[src/rtl/svwr_pkg.sv]
// Function
// - Reset is pulled low through an open-drain stage while the primary supply is reported low.
// - Once the primary supply is reported good again, reset stays low 200 ms more, then releases.
// - At power up reset is low, and it stays low 200 ms after the supply is reported stable.
// - With the watchdog enabled, no start edge within the selected timeout asserts reset.
// - A falling data edge while the clock is high restarts the watchdog; the host must send one.
// - Three preset watchdog timeouts exist, and the choice sits in storage that survives power.
// - The second-supply fail pin is low while the monitor is below its trip level, high above.
// - The second-supply fail pin has no power-up delay and follows its comparator directly.
// - The second-supply fail path is independent of the primary reset path.
// - With the protect pin high and the protect enable bit set, control writes are refused.
// - Two device select inputs are compared with the received address, four devices per bus.
// - The watchdog timeout comes from two stored control bits.
// - Reset from low supply or watchdog aborts a transfer and blocks new ones while it lasts.
// - A stored write already running finishes under reset; none may start under reset.
package svwr_pkg;

  localparam int unsigned CLK_MHZ = 250;
  localparam int unsigned CYC_PER_MS = CLK_MHZ * 1000;

  localparam int unsigned POR_MS = 200;
  localparam int unsigned POR_CYCLES_DEF = POR_MS * CYC_PER_MS;
  localparam int unsigned WD_SHORT_MS = 100;
  localparam int unsigned WD_MID_MS = 500;
  localparam int unsigned WD_LONG_MS = 1000;
  localparam int unsigned WD_SHORT_CYCLES_DEF = WD_SHORT_MS * CYC_PER_MS;
  localparam int unsigned WD_MID_CYCLES_DEF = WD_MID_MS * CYC_PER_MS;
  localparam int unsigned WD_LONG_CYCLES_DEF = WD_LONG_MS * CYC_PER_MS;
  localparam int unsigned NV_WRITE_MS = 5;
  localparam int unsigned NV_WRITE_CYCLES_DEF = NV_WRITE_MS * CYC_PER_MS;

  localparam int unsigned CNT_W = 32;

  // Control byte layout
  localparam int unsigned CTRL_W = 8;
  localparam int unsigned PROT_BIT = 7;
  localparam int unsigned WD_HI_BIT = 6;
  localparam int unsigned WD_LO_BIT = 5;
  localparam logic [7:0] CTRL_FACTORY = 8'h00;

  // Watchdog period selections
  localparam logic [1:0] WD_SEL_LONG = 2'h0;
  localparam logic [1:0] WD_SEL_MID = 2'h1;
  localparam logic [1:0] WD_SEL_SHORT = 2'h2;
  localparam logic [1:0] WD_SEL_OFF = 2'h3;

  // Slave address byte: type code, select high, select low, direction
  localparam int unsigned TYPE_W = 5;
  localparam logic [4:0] DEV_TYPE_DEF = 5'h16; // arbitrary value
  localparam logic [3:0] ADDR_BITS = 4'h8;

  // Synchroniser lane order
  localparam int unsigned SYNC_W = 7;
  localparam int unsigned LN_SUPPLY = 0;
  localparam int unsigned LN_V2 = 1;
  localparam int unsigned LN_SCL = 2;
  localparam int unsigned LN_SDA = 3;
  localparam int unsigned LN_WP = 4;
  localparam int unsigned LN_SEL_LO = 5;
  localparam int unsigned LN_SEL_HI = 6;

  typedef enum logic [1:0] {
    ST_LOW = 2'b00,
    ST_DELAY = 2'b01,
    ST_RUN = 2'b10
  } svwr_state_t;

endpackage

[src/rtl/svwr_sync.sv]
`timescale 1ns/1ns
module svwr_sync #(
  parameter int unsigned WIDTH = 1
) (
  input wire logic clk_sys,
  input wire logic rst_n,
  input wire logic [WIDTH-1:0] din,
  output logic [WIDTH-1:0] dout
);

  logic [WIDTH-1:0] meta_reg;
  logic [WIDTH-1:0] meta_next;
  logic [WIDTH-1:0] dout_reg;
  logic [WIDTH-1:0] dout_next;

  generate
    if (WIDTH < 1) begin : g_bad_width
      $error("svwr_sync width must be at least one");
    end
  endgenerate

  always_comb begin
    meta_next = din;
    dout_next = meta_reg;
  end

  always_ff @(posedge clk_sys) begin
    if (!rst_n) begin
      meta_reg <= '0;
      dout_reg <= '0;
    end else begin
      meta_reg <= meta_next;
      dout_reg <= dout_next;
    end
  end

  assign dout = dout_reg;

endmodule

[src/rtl/svwr_top.sv]
`timescale 1ns/1ns
module svwr_top #(
  parameter int unsigned POR_CYCLES = svwr_pkg::POR_CYCLES_DEF,
  parameter int unsigned WD_SHORT_CYCLES = svwr_pkg::WD_SHORT_CYCLES_DEF,
  parameter int unsigned WD_MID_CYCLES = svwr_pkg::WD_MID_CYCLES_DEF,
  parameter int unsigned WD_LONG_CYCLES = svwr_pkg::WD_LONG_CYCLES_DEF,
  parameter int unsigned NV_WRITE_CYCLES = svwr_pkg::NV_WRITE_CYCLES_DEF,
  parameter logic [svwr_pkg::TYPE_W-1:0] DEV_TYPE = svwr_pkg::DEV_TYPE_DEF
) (
  input wire logic clk_sys,
  input wire logic rst_n,
  input wire logic supply_ok_in,
  input wire logic second_supply_monitor_in,
  input wire logic scl_in,
  input wire logic sda_in,
  input wire logic protect_pin_in,
  input wire logic device_select_low,
  input wire logic device_select_high,
  input wire logic ctrl_wr_req,
  input wire logic [svwr_pkg::CTRL_W-1:0] ctrl_wr_data,
  output logic sys_reset_out,
  output logic sys_reset_oe,
  output logic second_supply_fail_out,
  output logic second_supply_fail_oe,
  output logic ctrl_wr_refused,
  output logic nv_busy,
  output logic [svwr_pkg::CTRL_W-1:0] ctrl_value,
  output logic addr_match,
  output logic addr_read,
  output logic xfer_abort,
  output logic bus_enable
);
  import svwr_pkg::*;

  generate
    if (POR_CYCLES < 1 || WD_SHORT_CYCLES < 1 || WD_MID_CYCLES < 1 ||
        WD_LONG_CYCLES < 1 || NV_WRITE_CYCLES < 1) begin : g_bad_count
      $error("svwr_top counts must be at least one cycle");
    end
  endgenerate

  logic [SYNC_W-1:0] pins_s;
  logic supply_ok_s;
  logic v2_ok_s;
  logic scl_s;
  logic sda_s;
  logic wp_s;

  // Every pin, straps included, is crossed before use
  svwr_sync #(.WIDTH(SYNC_W)) u_sync (
    .clk_sys(clk_sys),
    .rst_n(rst_n),
    .din({device_select_high, device_select_low, protect_pin_in, sda_in, scl_in,
          second_supply_monitor_in, supply_ok_in}),
    .dout(pins_s)
  );

  assign supply_ok_s = pins_s[LN_SUPPLY];
  assign v2_ok_s = pins_s[LN_V2];
  assign scl_s = pins_s[LN_SCL];
  assign sda_s = pins_s[LN_SDA];
  assign wp_s = pins_s[LN_WP];

  function automatic logic [CNT_W-1:0] wd_limit(input logic [1:0] sel);
    case (sel)
      WD_SEL_LONG: wd_limit = CNT_W'(WD_LONG_CYCLES);
      WD_SEL_MID: wd_limit = CNT_W'(WD_MID_CYCLES);
      WD_SEL_SHORT: wd_limit = CNT_W'(WD_SHORT_CYCLES);
      default: wd_limit = '0;
    endcase
  endfunction

  svwr_state_t state_reg, state_next;
  logic [CNT_W-1:0] dly_cnt_reg, dly_cnt_next;
  logic [CNT_W-1:0] wd_cnt_reg, wd_cnt_next;
  logic scl_prev_reg, scl_prev_next;
  logic sda_prev_reg, sda_prev_next;
  logic in_xfer_reg, in_xfer_next;
  logic [3:0] bit_cnt_reg, bit_cnt_next;
  logic [7:0] shift_reg, shift_next;
  logic match_reg, match_next;
  logic read_reg, read_next;
  logic abort_reg, abort_next;
  logic [CTRL_W-1:0] ctrl_reg, ctrl_next;
  logic [CTRL_W-1:0] pend_reg, pend_next;
  logic [CNT_W-1:0] nv_cnt_reg, nv_cnt_next;
  logic busy_reg, busy_next;
  logic refused_reg, refused_next;

  logic start_edge;
  logic stop_edge;
  logic scl_rise;
  logic reset_active;
  logic [1:0] wd_sel;
  logic wd_en;
  logic wd_expire;
  logic protect_block;

  assign start_edge = scl_s && scl_prev_reg && sda_prev_reg && !sda_s;
  assign stop_edge = scl_s && scl_prev_reg && !sda_prev_reg && sda_s;
  assign scl_rise = scl_s && !scl_prev_reg;
  assign reset_active = (state_reg != ST_RUN);
  assign wd_sel = {ctrl_reg[WD_HI_BIT], ctrl_reg[WD_LO_BIT]};
  assign wd_en = (wd_sel != WD_SEL_OFF);
  assign wd_expire = wd_en && (wd_cnt_reg == wd_limit(wd_sel) - CNT_W'(1));
  assign protect_block = wp_s && ctrl_reg[PROT_BIT];

  always_comb begin
    state_next = state_reg;
    dly_cnt_next = '0;
    wd_cnt_next = '0;
    case (state_reg)
      ST_LOW: begin
        if (supply_ok_s) begin
          state_next = ST_DELAY;
        end
      end
      ST_DELAY: begin
        if (!supply_ok_s) begin
          state_next = ST_LOW;
        end else if (dly_cnt_reg == CNT_W'(POR_CYCLES - 1)) begin
          state_next = ST_RUN;
        end else begin
          dly_cnt_next = dly_cnt_reg + CNT_W'(1);
        end
      end
      ST_RUN: begin
        if (!supply_ok_s) begin
          state_next = ST_LOW;
        end else if (start_edge || !wd_en) begin
          wd_cnt_next = '0;
        end else if (wd_expire) begin
          // Watchdog reset is held for the same delay as a supply recovery
          state_next = ST_DELAY;
        end else begin
          wd_cnt_next = wd_cnt_reg + CNT_W'(1);
        end
      end
      default: state_next = ST_LOW;
    endcase
  end

  always_comb begin
    scl_prev_next = scl_s;
    sda_prev_next = sda_s;
    in_xfer_next = in_xfer_reg;
    bit_cnt_next = bit_cnt_reg;
    shift_next = shift_reg;
    match_next = 1'b0;
    read_next = read_reg;
    abort_next = 1'b0;
    if (reset_active) begin
      in_xfer_next = 1'b0;
      bit_cnt_next = '0;
      abort_next = in_xfer_reg;
    end else if (start_edge) begin
      in_xfer_next = 1'b1;
      bit_cnt_next = '0;
    end else if (stop_edge) begin
      in_xfer_next = 1'b0;
    end else if (in_xfer_reg && scl_rise && bit_cnt_reg < ADDR_BITS) begin
      shift_next = {shift_reg[6:0], sda_s};
      bit_cnt_next = bit_cnt_reg + 4'h1;
      if (bit_cnt_reg == ADDR_BITS - 4'h1) begin
        match_next = (shift_next[7:1] == {DEV_TYPE, pins_s[LN_SEL_HI],
                                          pins_s[LN_SEL_LO]});
        read_next = shift_next[0];
      end
    end
  end

  always_comb begin
    ctrl_next = ctrl_reg;
    pend_next = pend_reg;
    nv_cnt_next = nv_cnt_reg;
    busy_next = busy_reg;
    refused_next = 1'b0;
    if (busy_reg) begin
      // Runs to its end whatever the reset state
      if (nv_cnt_reg == CNT_W'(NV_WRITE_CYCLES - 1)) begin
        busy_next = 1'b0;
        ctrl_next = pend_reg;
        nv_cnt_next = '0;
      end else begin
        nv_cnt_next = nv_cnt_reg + CNT_W'(1);
      end
    end else if (ctrl_wr_req) begin
      if (protect_block || reset_active) begin
        refused_next = 1'b1;
      end else begin
        busy_next = 1'b1;
        pend_next = ctrl_wr_data;
        nv_cnt_next = '0;
      end
    end
  end

  always_ff @(posedge clk_sys) begin
    if (!rst_n) begin
      state_reg <= ST_LOW;
      dly_cnt_reg <= '0;
      wd_cnt_reg <= '0;
      scl_prev_reg <= 1'b0;
      sda_prev_reg <= 1'b0;
      in_xfer_reg <= 1'b0;
      bit_cnt_reg <= '0;
      shift_reg <= '0;
      match_reg <= 1'b0;
      read_reg <= 1'b0;
      abort_reg <= 1'b0;
      ctrl_reg <= CTRL_FACTORY;
      pend_reg <= CTRL_FACTORY;
      nv_cnt_reg <= '0;
      busy_reg <= 1'b0;
      refused_reg <= 1'b0;
    end else begin
      state_reg <= state_next;
      dly_cnt_reg <= dly_cnt_next;
      wd_cnt_reg <= wd_cnt_next;
      scl_prev_reg <= scl_prev_next;
      sda_prev_reg <= sda_prev_next;
      in_xfer_reg <= in_xfer_next;
      bit_cnt_reg <= bit_cnt_next;
      shift_reg <= shift_next;
      match_reg <= match_next;
      read_reg <= read_next;
      abort_reg <= abort_next;
      ctrl_reg <= ctrl_next;
      pend_reg <= pend_next;
      nv_cnt_reg <= nv_cnt_next;
      busy_reg <= busy_next;
      refused_reg <= refused_next;
    end
  end

  assign sys_reset_out = 1'b0;
  assign sys_reset_oe = reset_active;
  assign second_supply_fail_out = 1'b0;
  // Straight from the synchroniser, no delay and no primary gating
  assign second_supply_fail_oe = !v2_ok_s;
  assign ctrl_wr_refused = refused_reg;
  assign nv_busy = busy_reg;
  assign ctrl_value = ctrl_reg;
  assign addr_match = match_reg;
  assign addr_read = read_reg;
  assign xfer_abort = abort_reg;
  assign bus_enable = !reset_active;
endmodule

[config.mk]
export PLATFORM = sky130hd
export DESIGN_NAME = svwr_top
export DESIGN_NICKNAME = d
export VERILOG_FILES = /design/src/rtl/svwr_pkg.sv /design/src/rtl/svwr_sync.sv /design/src/rtl/svwr_top.sv
export SDC_FILE = /design/constraint.sdc
export NUM_CORES = 1
export LEC_CHECK = 0
export BUFFER_PORTS_ARGS = -buffer_cell sky130_fd_sc_hd__buf_2
export CORE_ASPECT_RATIO = 0.75
export CORE_UTILIZATION = 25
export DETAILED_ROUTE_END_ITERATION = 12
export GPL_TIMING_DRIVEN = 0
export MAX_ROUTING_LAYER = met4
export PLACE_DENSITY = 0.46
export SLEW_MARGIN = 15
export SYNTH_ARGS = -nofsm -noshare
export SYNTH_HDL_FRONTEND = slang
export SYNTH_SLANG_ARGS = --single-unit
[constraint.sdc]
create_clock -name clk_sys -period 5 [get_ports clk_sys]
set_input_delay 1 -clock clk_sys [delete_from_list [all_inputs] [get_ports clk_sys]]
set_output_delay 1 -clock clk_sys [all_outputs]
set_load 0.1 [all_outputs]
==> results_dict.tcl <==
set metrics [dict create \
    finalNetCount 838 \
    synthSimpleGateAreaFrac_pct 30.2 \
    start_kind "register" \
    hold_end "u_sync.dout[0]" \
    slew_headroom_pct 26.0 \
    cts_num_sinks 147 \
    worstHoldPathCells 1 \
    clock_path_buffers 2 \
    p_sw_share_pct 22.7 \
    firstDrtPassIters 5 \
    powerDensity_nw_per_um2 322 \
    final_common_cell "dfxtp_1" \
    p_clk_share_pct 51.1 \
    ys_types 60 \
    synth_top_family_by_area "simple AND/OR/NAND/NOR gates" \
    synthArstFlopShare_pct 0 \
    num_io_pins 36 \
    fp.dieH_um 142 \
    hold_viol_final 0 \
    yosys_warnings 0 \
    grt_pass1_vias 5021 \
    fin_setup_tns_ps 0 \
    syn_area_per_cell_um2 8.67 \
    tightest_slew_ps 1100 \
    max_freq_ghz 0.312 \
    gr-total-overflow 0 \
    crit_fanout 10 \
    synthFlopType "dfxtp_1" \
    reg2regPathDepth 8 \
    p_seq_share_pct 47.0 \
    netlist_area_um2 6580 \
    combinationalPowerShare_pct 1.9 \
    yosys.area_share.adder_pct 1.52 \
    start_util_pct 25.4 \
    r2r_end "wd_cnt_reg[29]" \
    path_class "register to register" \
    cts-root-buf "clkbuf_16" \
    rsz0062_at_grt "no" \
    via_per_inst 4.68 \
    grt_pass1_wl_um 27400 \
    power.switching_uw 570 \
    synth_edf_count 0 \
    drtAntennaViolNets 0 \
    maxCapViolCount 0 \
    end_kind "register" \
    routed.top_layer "met4" \
    grt_max_degree 17 \
    ff2ff_setup_slack_ps 1790 \
    die_width_um 189 \
    dr_total_vias 5483 \
    placed_cells_incl_taps 1137 \
    drc_errors 0 \
    io_buffer_count 33 \
    p_leak_nw 2.69 \
    area_delta_synth_final_pct 18.5 \
    dr.first_iter.drc_count 502 \
    gp_congestion 0.770 \
    report.final.slew_viol_count 0 \
    synthCells 759 \
    setup_violations 0 \
    period_share_pct 64.2 \
    core_um2 25900 \
    synth_compound_area_share_pct 8.27 \
    dieArea_um2 27000 \
    ys_seq_area_share_pct 44.7 \
    clkLatencyLatePin_ps 430 \
    hold_buffers 0 \
    worstHoldStart "u_sync.dout_next[0]" \
    status "finished, final reports clean" \
    cts_buffers 17 \
    layout.cells.non_filler 1172 \
    cts_tree "built" \
    met2_length_um 6470 \
    synth-xor-area-share_pct 9.32 \
    wire_per_inst_um 14.2 \
    timing.final.crit_period_ps 3210 \
    ys_seq_elements 147 \
    m1WireLength_um 9260 \
    cts_setup_buffers 0 \
    rows 51 \
    drive_gt1_share_pct 10.2 \
    wl_met3_um 745 \
    dp_hpwl_um 11700 \
    synth_mux_area_share_pct 2.89 \
    fin_skew_ps 13.9 \
    min_path_type "register to register" \
    arrival_ps 3500 \
    grtUsageTotal_pct 13.4 \
    htreeDepth 4 \
    required_ps 5290 \
    peakVddDrop_mv 0.209 \
    ctsResizeCount 0 \
    final_cell_mix "dfxtp_1 (147), nor2_1 (110), nand2_1 (68), nand3_1 (63), xor2_1 (48)" \
    antenna_found_initial 2 \
    internal_power_mw 1.94 \
    r2r-start "ctrl_value[5]" \
    routed_wl_um 16600 \
    clk_pin_slew_worst_paths_ps 60 \
]
==> kinds of logic after synthesis <==
kind of cell / count (synthesis)
AND/OR/NAND/NOR: 388
buffers and inverters: 44
AO/OA/AOI/OAI: 82
flip-flops: 147
XOR/XNOR: 70
other: 1
multiplexers: 19
adder cells (fa/ha/maj): 8
==> critical path: stages, from the launching register on <==
cell	delay, ps
dfxtp_1	480
inv_1	100
ha_1	370
or3b_2	450
a22oi_1	200
nand4_1	180
o31ai_1	720
clkbuf_1	460
nor2_1	90
==> cells in the mapped netlist, drive strengths merged, types with 3 or more instances <==
| master | count | area, um2 |
|---|---|---|
| dfxtp | 147 | 2940 |
| nor2 | 110 | 413 |
| nand2 | 68 | 255 |
| nand3 | 64 | 325 |
| xor2 | 48 | 420 |
| nand4 | 30 | 188 |
| clkbuf | 25 | 93.8 |
| xnor2 | 22 | 193 |
| a21oi | 21 | 105 |
| and2 | 19 | 119 |
| mux2i | 19 | 190 |
| a31oi | 17 | 106 |
| and3 | 17 | 106 |
| nor4 | 17 | 106 |
| nor3 | 12 | 60.1 |
| inv | 11 | 41.3 |
| o21ai | 11 | 55.1 |
| or4 | 9 | 71.3 |
| and4 | 8 | 70.1 |
| ha | 8 | 100 |
| buf | 7 | 61.3 |
| o211ai | 6 | 45.0 |
| nand3b | 5 | 37.5 |
| a41oi | 4 | 35.0 |
| nand2b | 4 | 25.0 |
| nor2b | 4 | 25.0 |
| or3b | 4 | 35.0 |
| or4b | 4 | 40.0 |
| a22oi | 3 | 22.5 |
| nor4b | 3 | 26.3 |
| or3 | 3 | 18.8 |
==> area by class of cell <==
class	count	area, um2
antenna	3	7.51
buffer	32	155
clock buffer	18	439
clock inverter	14	154
fill	2868	18100
inverter	12	45.0
multi-input combinational	569	3460
sequential	147	2940
tap	344	430
timing repair buffer	33	165
==> how the worst max path moves through the flow <==
stage                     end           from  slack (ps)  cells past startpoint
3_5_place_dp   wd_cnt_reg[29]  ctrl_value[5]        1770                      8
5_1_grt        wd_cnt_reg[27]  ctrl_value[5]        1450                      8
6_report       wd_cnt_reg[29]  ctrl_value[5]        1790                      8
3_3_place_gp   wd_cnt_reg[30]  ctrl_value[5]        1800                      8
4_1_cts        wd_cnt_reg[29]  ctrl_value[5]        1760                      8
2_1_floorplan      bus_enable   state_reg[0]        1620                      3
==> per-layer routing <==
layer,vias to the layer above,global-route usage [%]
li1,2817,-
met1,2555,19.8
met2,102,17.0
met3,9,3.50
met4,0,4.12
met5,-,-
==> metrics by stage <==
stage          setup WS, ps  hold WS (ps)  utilization, %  power [mW]  cell area [um2]
3_5_place_dp           1770           419            27.8        1.26             7190
5_1_grt                1450           449            30.1        2.61             7790
2_1_floorplan          1620           412               -        1.24             6580
6_report               1790           432            30.1        2.51             7790
3_3_place_gp           1800           415            27.7        1.26             7180
4_1_cts                1760           435            30.1        2.56             7790
==> power by group through the flow <==
stage	clock, mW	sequential [mW]	combinational [mW]
2_1_floorplan	0	1.21	0.0273
3_3_place_gp	0	1.21	0.0482
3_5_place_dp	0	1.21	0.0481
4_1_cts	1.33	1.18	0.0482
5_1_grt	1.38	1.18	0.0519
6_report	1.28	1.18	0.0473
(Power assumes the default switching activity.)
